### src/hw/sdram_front_pkg.sv
// Shared constants and types for the SDRAM control-pin front end
package sdram_front_pkg;

  // Data bus geometry
  localparam int DATA_W     = 16;
  localparam int BYTE_W     = 8;
  localparam int BYTES      = DATA_W / BYTE_W;
  localparam int FIFO_DEPTH = 16;

  // Command codes, formed as {row strobe, column strobe, write enable}
  localparam logic [2:0] CMD_MODE_SET  = 3'h0;
  localparam logic [2:0] CMD_REFRESH   = 3'h1;
  localparam logic [2:0] CMD_PRECHARGE = 3'h2;
  localparam logic [2:0] CMD_ACTIVATE  = 3'h3;
  localparam logic [2:0] CMD_WRITE     = 3'h4;
  localparam logic [2:0] CMD_READ      = 3'h5;
  localparam logic [2:0] CMD_BURST_END = 3'h6;
  localparam logic [2:0] CMD_NOP       = 3'h7;

  // Reset values
  localparam logic [2:0]        CMD_RESET  = CMD_NOP;
  localparam logic [DATA_W-1:0] DATA_RESET = 16'h0000;
  localparam logic [BYTES-1:0]  OEN_RESET  = 2'h3;
  localparam logic [BYTES-1:0]  BEN_RESET  = 2'h0;

  // Power state of the device while the clock is enabled or not
  typedef enum logic [3:0] {
    ST_RUN       = 4'h1,
    ST_POWERDOWN = 4'h2,
    ST_SUSPEND   = 4'h4,
    ST_SELFREF   = 4'h8
  } power_state_e;

  localparam power_state_e STATE_RESET = ST_RUN;

endpackage : sdram_front_pkg

### src/hw/sdram_front_fifo.sv
// Synchronous FIFO with registered head data and valid/ready on both sides
`timescale 1ns/10ps
`default_nettype none
module sdram_front_fifo #(
  parameter int WIDTH = 16,
  parameter int DEPTH = 16
) (
  input  wire logic             core_clk,
  input  wire logic             reset_n,
  input  wire logic [WIDTH-1:0] inData,
  input  wire logic             inValid,
  output var  logic             inReady,
  output var  logic [WIDTH-1:0] outData,
  output var  logic             outValid,
  input  wire logic             outReady
);

  localparam int PW = $clog2(DEPTH);
  localparam int CW = PW + 1;
  localparam logic [CW-1:0] FULL_COUNT = CW'(DEPTH);

  logic [WIDTH-1:0] mem [DEPTH];
  logic [PW-1:0]    wrPtr_ff;
  logic [PW-1:0]    rdPtr_ff;
  logic [CW-1:0]    count_ff;
  logic [PW-1:0]    nxt_rdPtr;
  logic [CW-1:0]    nxt_count;
  logic             push;
  logic             pop;
  logic             inReady_ff;
  logic             outValid_ff;
  logic [WIDTH-1:0] outData_ff;

  assign push      = inValid && inReady_ff;
  assign pop       = outReady && outValid_ff;
  assign nxt_rdPtr = pop ? PW'(rdPtr_ff + 1'b1) : rdPtr_ff;
  assign nxt_count = count_ff + CW'(push) - CW'(pop);
  assign inReady   = inReady_ff;
  assign outValid  = outValid_ff;
  assign outData   = outData_ff;

  always_ff @(posedge core_clk) begin
    if (push) begin
      mem[wrPtr_ff] <= inData;
    end
  end

  always_ff @(posedge core_clk) begin
    if (!reset_n) begin
      wrPtr_ff    <= '0;
      rdPtr_ff    <= '0;
      count_ff    <= '0;
      inReady_ff  <= 1'b1;
      outValid_ff <= 1'b0;
      outData_ff  <= '0;
    end else begin
      wrPtr_ff    <= push ? PW'(wrPtr_ff + 1'b1) : wrPtr_ff;
      rdPtr_ff    <= nxt_rdPtr;
      count_ff    <= nxt_count;
      inReady_ff  <= nxt_count != FULL_COUNT;
      outValid_ff <= nxt_count != '0;
      // Bypass the word being written when it becomes the new head
      outData_ff  <= (push && nxt_rdPtr == wrPtr_ff) ? inData : mem[nxt_rdPtr];
    end
  end

endmodule : sdram_front_fifo
`default_nettype wire

### src/hw/sdram_pin_front_end.sv
// SDRAM control-pin front end: clock enable, command capture, byte masks
//
// Contract
// - An edge counts only while clock enable is high; otherwise it is ignored, except that in a read burst its high masks still float bytes.
// - With clock enable low, device sits in power-down, suspend or self refresh.
// - Clock enable is taken asynchronously, through its own synchroniser.
// - All other inputs are captured on the rising clock edge.
// - A command is accepted on a valid edge only with chip select low.
// - Chip select high: commands ignored, internal state kept.
// - Command decoded from row strobe, column strobe, write enable together.
// - Low mask governs the low data byte, high mask the high byte.
// - On reads a low mask drives the byte; a high mask floats it.
// - On writes a low mask writes the byte; a high mask blocks it.
`timescale 1ns/10ps
`default_nettype none
module sdram_pin_front_end
  import sdram_front_pkg::*;
(
  input  wire logic              core_clk,
  input  wire logic              reset_n,
  input  wire logic              clkEnablePin,
  input  wire logic              chipSelectN,
  input  wire logic              rowStrobeN,
  input  wire logic              colStrobeN,
  input  wire logic              writeEnableN,
  input  wire logic              lowByteMask,
  input  wire logic              highByteMask,
  input  wire logic [DATA_W-1:0] dataBus16In,
  output var  logic [DATA_W-1:0] dataBus16Out,
  output var  logic [BYTES-1:0]  dataBus16OeN,
  output var  logic              cmdValid,
  output var  logic [2:0]        cmdCode,
  output var  logic              wrValid,
  output var  logic [DATA_W-1:0] wrData,
  output var  logic [BYTES-1:0]  wrByteEn,
  input  wire logic [DATA_W-1:0] rdData,
  input  wire logic              rdValid,
  output var  logic              rdReady,
  output var  logic [3:0]        powerState
);

  ////////////////////////////////////////////////////////////////////////////
  // Command decode helper

  function automatic logic [2:0] decode_cmd(input logic ras, input logic cas,
                                            input logic we);
    decode_cmd = {ras, cas, we};
  endfunction : decode_cmd

  ////////////////////////////////////////////////////////////////////////////
  // Clock enable synchroniser

  logic ckeMeta_ff;
  logic ckeSync_ff;

  always_ff @(posedge core_clk) begin
    if (!reset_n) begin
      ckeMeta_ff <= 1'b0;
      ckeSync_ff <= 1'b0;
    end else begin
      ckeMeta_ff <= clkEnablePin;
      ckeSync_ff <= ckeMeta_ff;
    end
  end

  ////////////////////////////////////////////////////////////////////////////
  // Pin capture on the rising edge

  logic              csN_ff;
  logic              rasN_ff;
  logic              casN_ff;
  logic              weN_ff;
  logic [BYTES-1:0]  mask_ff;
  logic [DATA_W-1:0] dataIn_ff;

  always_ff @(posedge core_clk) begin
    if (!reset_n) begin
      csN_ff    <= 1'b1;
      rasN_ff   <= 1'b1;
      casN_ff   <= 1'b1;
      weN_ff    <= 1'b1;
      mask_ff   <= OEN_RESET;
      dataIn_ff <= DATA_RESET;
    end else begin
      csN_ff    <= chipSelectN;
      rasN_ff   <= rowStrobeN;
      casN_ff   <= colStrobeN;
      weN_ff    <= writeEnableN;
      mask_ff   <= {highByteMask, lowByteMask};
      dataIn_ff <= dataBus16In;
    end
  end

  ////////////////////////////////////////////////////////////////////////////
  // Edge qualification and command selection

  wire       edgeValid = ckeSync_ff;
  wire [2:0] pinCmd    = decode_cmd(rasN_ff, casN_ff, weN_ff);
  wire       cmdTaken  = edgeValid && !csN_ff;
  wire       isRead    = cmdTaken && pinCmd == CMD_READ;
  wire       isWrite   = cmdTaken && pinCmd == CMD_WRITE;
  wire       isRefresh = cmdTaken && pinCmd == CMD_REFRESH;
  wire       endsBurst = cmdTaken && pinCmd != CMD_NOP
                         && !isRead && !isWrite;

  ////////////////////////////////////////////////////////////////////////////
  // Burst direction tracking

  logic readActive_ff;
  logic writeActive_ff;
  logic nxt_readActive;
  logic nxt_writeActive;

  assign nxt_readActive  = isRead ? 1'b1 :
                           (isWrite || endsBurst) ? 1'b0 : readActive_ff;
  assign nxt_writeActive = isWrite ? 1'b1 :
                           (isRead || endsBurst) ? 1'b0 : writeActive_ff;

  always_ff @(posedge core_clk) begin
    if (!reset_n) begin
      readActive_ff  <= 1'b0;
      writeActive_ff <= 1'b0;
    end else begin
      readActive_ff  <= nxt_readActive;
      writeActive_ff <= nxt_writeActive;
    end
  end

  ////////////////////////////////////////////////////////////////////////////
  // Power state

  power_state_e state_ff;
  power_state_e nxt_state;
  logic         refreshTaken_ff;
  wire          burstBusy = readActive_ff || writeActive_ff;

  always_comb begin
    nxt_state = state_ff;
    unique case (state_ff)
      ST_RUN: begin
        if (!edgeValid) begin
          // A refresh taken on the last valid edge enters self refresh
          nxt_state = refreshTaken_ff ? ST_SELFREF :
                      burstBusy ? ST_SUSPEND : ST_POWERDOWN;
        end
      end
      ST_POWERDOWN, ST_SUSPEND: begin
        if (edgeValid) begin
          nxt_state = ST_RUN;
        end
      end
      ST_SELFREF: begin
        if (edgeValid) begin
          nxt_state = ST_RUN;
        end
      end
      default: nxt_state = ST_RUN;
    endcase
  end

  // Only the second synchroniser stage is read, so self refresh is
  // recognised one edge after the refresh, when that edge is invalid
  always_ff @(posedge core_clk) begin
    if (!reset_n) begin
      state_ff        <= STATE_RESET;
      refreshTaken_ff <= 1'b0;
    end else begin
      state_ff        <= nxt_state;
      refreshTaken_ff <= isRefresh;
    end
  end

  ////////////////////////////////////////////////////////////////////////////
  // Command report

  logic       cmdValid_ff;
  logic [2:0] cmdCode_ff;

  always_ff @(posedge core_clk) begin
    if (!reset_n) begin
      cmdValid_ff <= 1'b0;
      cmdCode_ff  <= CMD_RESET;
    end else begin
      cmdValid_ff <= cmdTaken && pinCmd != CMD_NOP;
      cmdCode_ff  <= cmdTaken ? pinCmd : cmdCode_ff;
    end
  end

  ////////////////////////////////////////////////////////////////////////////
  // Write data path

  logic              wrValid_ff;
  logic [DATA_W-1:0] wrData_ff;
  logic [BYTES-1:0]  wrByteEn_ff;
  wire               wrBeat = edgeValid && (isWrite || (writeActive_ff
                              && !(cmdTaken && pinCmd != CMD_NOP)));

  always_ff @(posedge core_clk) begin
    if (!reset_n) begin
      wrValid_ff  <= 1'b0;
      wrData_ff   <= DATA_RESET;
      wrByteEn_ff <= BEN_RESET;
    end else begin
      wrValid_ff  <= wrBeat && mask_ff != OEN_RESET;
      wrData_ff   <= wrBeat ? dataIn_ff : wrData_ff;
      wrByteEn_ff <= wrBeat ? ~mask_ff : BEN_RESET;
    end
  end

  ////////////////////////////////////////////////////////////////////////////
  // Read data path through the FIFO

  logic [DATA_W-1:0] fifoData;
  logic              fifoValid;
  logic              fifoReady;
  logic [DATA_W-1:0] dataOut_ff;
  logic [BYTES-1:0]  dataOeN_ff;
  wire               rdBeat = edgeValid && readActive_ff && fifoValid;

  sdram_front_fifo #(
    .WIDTH (DATA_W),
    .DEPTH (FIFO_DEPTH)
  ) u_read_fifo (
    .core_clk (core_clk),
    .reset_n  (reset_n),
    .inData   (rdData),
    .inValid  (rdValid),
    .inReady  (fifoReady),
    .outData  (fifoData),
    .outValid (fifoValid),
    .outReady (rdBeat)
  );

  always_ff @(posedge core_clk) begin
    if (!reset_n) begin
      dataOut_ff <= DATA_RESET;
      dataOeN_ff <= OEN_RESET;
    end else begin
      dataOut_ff <= rdBeat ? fifoData : dataOut_ff;
      // Masked bytes float; a suspended edge holds the driven word
      if (rdBeat) begin
        dataOeN_ff <= mask_ff;
      end else if (!(edgeValid && readActive_ff)) begin
        dataOeN_ff <= readActive_ff ? dataOeN_ff | mask_ff
                                    : OEN_RESET;
      end else begin
        dataOeN_ff <= OEN_RESET;
      end
    end
  end

  ////////////////////////////////////////////////////////////////////////////
  // Outputs

  assign dataBus16Out = dataOut_ff;
  assign dataBus16OeN = dataOeN_ff;
  assign cmdValid     = cmdValid_ff;
  assign cmdCode      = cmdCode_ff;
  assign wrValid      = wrValid_ff;
  assign wrData       = wrData_ff;
  assign wrByteEn     = wrByteEn_ff;
  assign rdReady      = fifoReady;
  assign powerState   = state_ff;

endmodule : sdram_pin_front_end
`default_nettype wire

### config.mk
export PLATFORM = sky130hd
export DESIGN_NAME = sdram_pin_front_end
export DESIGN_NICKNAME = d
export VERILOG_FILES = /design/src/hw/sdram_front_pkg.sv /design/src/hw/sdram_front_fifo.sv /design/src/hw/sdram_pin_front_end.sv
export SDC_FILE = /design/constraint.sdc
export NUM_CORES = 1
export LEC_CHECK = 0
export ABC_AREA = 1
export CORE_ASPECT_RATIO = 0.8
export CORE_MARGIN = 1
export CORE_UTILIZATION = 50
export CTS_BUF_LIST = sky130_fd_sc_hd__clkbuf_2 sky130_fd_sc_hd__clkbuf_4 sky130_fd_sc_hd__clkbuf_8
export CTS_CLUSTER_DIAMETER = 200
export DETAILED_ROUTE_END_ITERATION = 10
export DONT_BUFFER_PORTS = 1
export GPL_ROUTABILITY_DRIVEN = 0
export SLEW_MARGIN = 30
export SYNTH_ARGS = -nofsm -noshare
export SYNTH_HDL_FRONTEND = slang
export SYNTH_SLANG_ARGS = --single-unit
### constraint.sdc
create_clock -name core_clk -period 3.2 [get_ports core_clk]
set_input_delay 0.64 -clock core_clk [delete_from_list [all_inputs] [get_ports core_clk]]
set_output_delay 0.64 -clock core_clk [all_outputs]
set_load 0.02 [all_outputs]
Word-level counts from Yosys, hierarchy flattened
Memories as Yosys holds them, arrays and structs flattened. A register that Yosys moved wholly into a read port is not among the register bits. Index checks and enable logic that the tools add are counted. Widths: inputs -> output; s select.

Memories: 1. Output and inout port bits: 46. Input port bits: 42. Register bits: 87. Word-level logic and storage cells: 87. Memory bits (writable): 256.

Memory list: u_read_fifo.mem (words 16, width 16, rd ports 1, clocked after memory_dff 1, wr ports 1, RTL line sdram_front_fifo.sv:22) `logic [WIDTH-1:0] mem [DEPTH];`.

Bitwise gates (word level): 2. Reduce and logical (&&, ||, !) cells: 29. Eq/ne operators: 12. Add/sub/neg operators: 4. Mux-type cells: 15.

Operator list (count): $mux 4 (4); $logic_and 1x1->1 (14); $add 4x1->4 const B (2); $pmux 4 s2 (1); $eq 3x3->1 const B (2); $mux 1 (6); $mux 2 (3); $add 5x1->5 (1); $logic_not 1->1 (5); $ne 5x5->1 const B (1); $reduce_bool 5->1 (1); $sub 5x1->5 (1); $eq 4x1->1 const B (1); $eq 4x2->1 const B (1); $eq 4x3->1 const B (1); $eq 4x4->1 const B (1); $logic_or 1x1->1 (4); $ne 2x2->1 const B (2); $reduce_and 2->1 (2); $reduce_bool 2->1 (2); $eq 3x1->1 const B (1); $mux 3 (1); $ne 3x3->1 const B (1); $reduce_or 3->1 (1); other kinds (3) (3).

Depth between registers and ports, before layout
Depth after elaboration: 9. Mapped depth: 15. Mapped depth without buffers: 13.

Hierarchy
From an unflattened synthesis, not the netlist that was laid out.

Cell total of the unflattened synthesis: 1563. Area total of the unflattened synthesis: 15327.2 µm².

By module, submodules not included: sdram_front_fifo (area each 12672.2 µm², times used 1, cells each 1228, seq. area each 8308.0 µm²); sdram_pin_front_end (area each 2655.0 µm², times used 1, cells each 335, seq. area each 1441.4 µm²).

Worst setup path before layout
Ideal clock, no wire load.

Path kind: register to register. From: register ckeSync_ff. To: register u_read_fifo.inReady_ff, in the netlist u_read_fifo.inReady. Slack: 0.626 ns. Setup time: 0.112 ns. Data required time: 3.088 ns. Buffers on the path: 2. Clock period less this slack: 2.574 ns. Cell stages (with the launch flop): 16. Data arrival time: 2.462 ns. Path through: dfxtp_1 inv_2 nor2_2 buf_2 buf_1 ha_1 inv_1 ha_1 fa_1 nand2_1 nand2_1 a21oi_1 xor2_1 nand2_1 inv_1 nand2_1.

Word-level cells in the longest chain between the ends: 5.

Ends and longest elaborated chain: from (decl) (RTL line sdram_pin_front_end.sv:54) `logic ckeSync_ff;`; from (signal assigned) (RTL line sdram_pin_front_end.sv:62) `ckeSync_ff <= ckeMeta_ff;`; $logic_and 1x1->1 (2 in a row) (RTL line sdram_pin_front_end.sv:218) `wire rdBeat = edgeValid && readActive_ff && fifoValid;`; $logic_and 1x1->1 (RTL line sdram_front_fifo.sv:35) `assign pop = outReady && outValid_ff;`; $sub 5x1->5 (RTL line sdram_front_fifo.sv:37) `assign nxt_count = count_ff + CW'(push) - CW'(pop);`; $ne 5x5->1 (RTL line sdram_front_fifo.sv:60) `inReady_ff <= nxt_count != FULL_COUNT;`; to (signal assigned) (RTL line sdram_front_fifo.sv:53) `inReady_ff <= 1'b1;`; to (signal assigned) (RTL line sdram_front_fifo.sv:60); to (decl) (RTL line sdram_front_fifo.sv:30) `logic inReady_ff;`.

No other way between the ends. A chain may end at the register's enable or synchronous reset.

Final worst setup path
From: register ckeSync_ff. To: register wrByteEn_ff[0], in the netlist wrByteEn[0].

Word-level cells in the longest chain between the ends: 7. Elaborated cells between the ends (all ways): 8. Classes of those cells: reduce/logical (8).

Ends and longest elaborated chain: $logic_and 1x1->1 (RTL line sdram_pin_front_end.sv:99) `wire cmdTaken = edgeValid && !csN_ff;`; $logic_and 1x1->1 (RTL line sdram_pin_front_end.sv:196) `&& !(cmdTaken && pinCmd != CMD_NOP)));`; $logic_not 1->1 (RTL line sdram_pin_front_end.sv:196); $logic_and 1x1->1 (RTL line sdram_pin_front_end.sv:196); $logic_or 1x1->1 (RTL line sdram_pin_front_end.sv:195) `wire wrBeat = edgeValid && (isWrite || (writeActive_ff`; $logic_and 1x1->1 (*) (RTL line sdram_pin_front_end.sv:195); $reduce_and 2->1 (no source line) (*); to (signal assigned) (RTL line sdram_pin_front_end.sv:206) `wrByteEn_ff <= wrBeat ? ~mask_ff : BEN_RESET;`; to (decl) (RTL line sdram_pin_front_end.sv:194) `logic [BYTES-1:0] wrByteEn_ff;`.

Mark *: on every way between the ends. The rest lies on a longest branch, timed or not.

==> metrics.yaml <==
status:
  status: "complete, no violations"
synthesis:
  synth_commonest_cells: "nand2_1 (280), edfxtp_1 (256), nand3_1 (203)"
  syn-num-nets: 1565
  synth.cell_area_mm2: 0.01501
  ys_seq_area_frac: 0.6493
  syn_inst: 1512
  synth_edf_count: 256
  synth.most_common_cell: "nand2_1"
  ys_top_cells_by_area: "edfxtp_1 (51%), dfxtp_1 (14%), nand2_1 (7.0%), nand3_1 (6.8%), inv_1 (5.0%)"
  synth_warnings: 0
  synth_ff_type: "edfxtp_1"
  async_reset_ff_frac: 0
  syn_avg_cell_area_um2: 9.930
  synth-seq-cells: 359
  synth_top_cell_by_area: "edfxtp_1"
  yosysTopAreaCellShare: 0.5120
  synth_cell_type_count: 33
final_layout:
  diodes: 0
  area_delta_synth_final_pct: 12.01
  nets: 1579
  drive_above_1_share: 0.1101
  fin_util: 0.5715
  design_area_mm2: 0.01682
detailed_routing:
  final_antenna_net_count: 0
  drt_wl_total_um: 37620
  wire_per_inst_um: 19.30
  via_per_inst: 5.327
  drt-pass1-iter-count: 5
  vias: 10380
  drcViolationCount: 0
  drtIter0Drc: 834
clock_network:
  postCtsHoldBufs: 0
  cts_resized: 0
  cts_buffers: 55
  clock_latency_ns: 0.61
  cts-root-buf: "clkbuf_8"
  htreeDepth: 2
  cts.sinks: 359
  postCtsSetupBuffers: 0
  tritoncts: "yes"
  cts_buffer_depth: 3
  clk_pin_slew_ns: 0.07
run:
  drv_cap: 0
placement:
  place_hpwl_um: 21860
  io_buffers: 0
  dpl_cell_area_mm2: 0.01558
grt:
  grt_pass1_wl_um: 57360
  grt_use_total: 0.2482
  grt.overflow.total: 0
  grt_max_degree: 97
  grt_pass1_vias: 9450
  antenna_found_initial: 0
setup_path:
  cp-end-kind: "flip-flop"
  critPathMaxStageDelay_ns: 0.58
  cp-start-kind: "flip-flop"
  r2r-start: "ckeSync_ff"
  critPathTopFamily: "simple AND/OR/NAND/NOR gates"
  slowest_stage: "clkinv_1"
  worstPathMaxFanout: 17
  crit_path_start: "ckeSync_ff"
  worstPathRequired_ns: 3.68
  path_cells: "inv_2 -> nor2_1 -> nand2_1 -> inv_1 -> o22ai_1 -> nand2_1 -> clkinv_1 -> nand2_1 -> nor2_1"
  cp.buffers_inverters: 3
  crit_top_cell: "nand2_1"
  crit_arrival_ns: 3.10
  crit_type: "flip-flop to flip-flop"
timing:
  rsz0062_at_grt: "false"
  fin_crit_sh: 0.8172
  hold_viol: 0
  clock_skew_ns: 0.03149
  max_slew_margin: 0.5373
  finalSetupViolCount: 0
  final_max_slew_viol_count: 0
  max_clock_freq_mhz: 382.4
  fin_crit_ns: 2.615
  worst_pin_slew_ns: 0.6933
  fin_setup_tns_ns: 0
floorplan:
  die_h_um: 157.0
  coreArea_mm2: 0.02943
  io_pins: 88
  rows: 56
  die_area_mm2: 0.03073
  start_util: 0.5102
  fp.dieW_um: 195.7
min_path:
  min_from: "rdData[13]"
  min_path_type: "input port to flip-flop"
power_and_ir_drop:
  p_leak_nw: 7.050
  ir_drop_mv: 0.3532
  total_power_mw: 10.35
  powerDensity_mw_per_mm2: 615.3
[registers in the layout (all words and copies together), names as in the netlist, 2 cells and up]
name,cells
wrData,16
u_read_fifo.mem,256
u_read_fifo.rdPtr_ff,4
u_read_fifo.outData,16
u_read_fifo.count_ff,5
dataBus16OeN,2
powerState,4
wrByteEn,2
dataIn_ff,16
cmdCode,3
u_read_fifo.wrPtr_ff,4
mask_ff,2
dataBus16Out,16
[placed cells by master, fill, tap and decap left out, types with 3 or more instances in the layout]
master       n
nand3_1    203
dfxtp_1    103
or2_2        8
o211ai_1     3
ha_1        10
clkinv_1     6
edfxtp_1   256
clkbuf_8    66
buf_4       29
nand3b_1    81
clkinv_2     8
inv_2        5
bufinv_16    4
buf_12       7
nor2_1     168
inv_1      197
a211oi_1     3
o21ai_1      6
nand4_1      3
xor2_1       4
nand2_1    279
a21oi_1     21
nor2_2      18
o21ai_0     50
clkbuf_4    17
[where the power goes]
part | leakage, nW | total, mW | internal [mW] | switching, mW
sequential | 3.16 | 5.35 | 5.21 | 0.141
clock | 0.657 | 4.19 | 2.40 | 1.79
combinational | 3.24 | 0.806 | 0.276 | 0.530
total | 7.05 | 10.3 | 7.89 | 2.46
[layout make-up]
| cell class | count | area, um^2 |
|---|---|---|
| inverters | 203 | 762.0 |
| fillers | 2575 | 12610 |
| multi-input cells | 871 | 4237 |
| flip-flops and latches | 359 | 9749 |
| well taps | 377 | 471.7 |
| repair buffers | 36 | 357.8 |
| clock inverters | 20 | 203.9 |
| clock buffers | 83 | 1036 |
[through the flow]
stage	instances	setup WS, ns	hold WS, ns
finish	1949	0.5850	0.1202
global route	1949	0.3193	0.08623
CTS	1949	0.6093	0.09099
detailed placement	1846	0.6331	0.4354
global placement	1846	0.6166	0.4321
floorplan	1512	0.6255	0.3905
[cells by family (layout without fill, tap and decap cells)]
| family | Yosys count | in the layout | synth area share |
|---|---|---|---|
| fa+ha+maj | 11 | 11 | 0.009667 |
| simple gates | 769 | 769 | 0.2343 |
| buf+inv | 282 | 342 | 0.07408 |
| compound gates | 87 | 87 | 0.03025 |
| xor+xnor | 4 | 4 | 0.002333 |
| flops | 359 | 359 | 0.6493 |
[worst paths after layout]
check,to,slack (ns),depth (start not counted)
setup / recovery,wrByteEn[0],0.58,9
hold / removal,u_read_fifo.mem[13][13],0.12,0
setup reg to reg,wrByteEn[0],0.58,9
hold reg to reg,ckeSync_ff,0.45,2
[routing by layer]
layer / track usage / vias to the layer above / share of wire
met4: 0.07292 / 0 / 0.019
met3: 0.05807 / 67 / 0.091
met5: 0 / - / 0
met1: 0.3759 / 4920 / 0.47
li1: - / 5005 / -
met2: 0.3527 / 390 / 0.42
(Power assumes the default switching activity.)
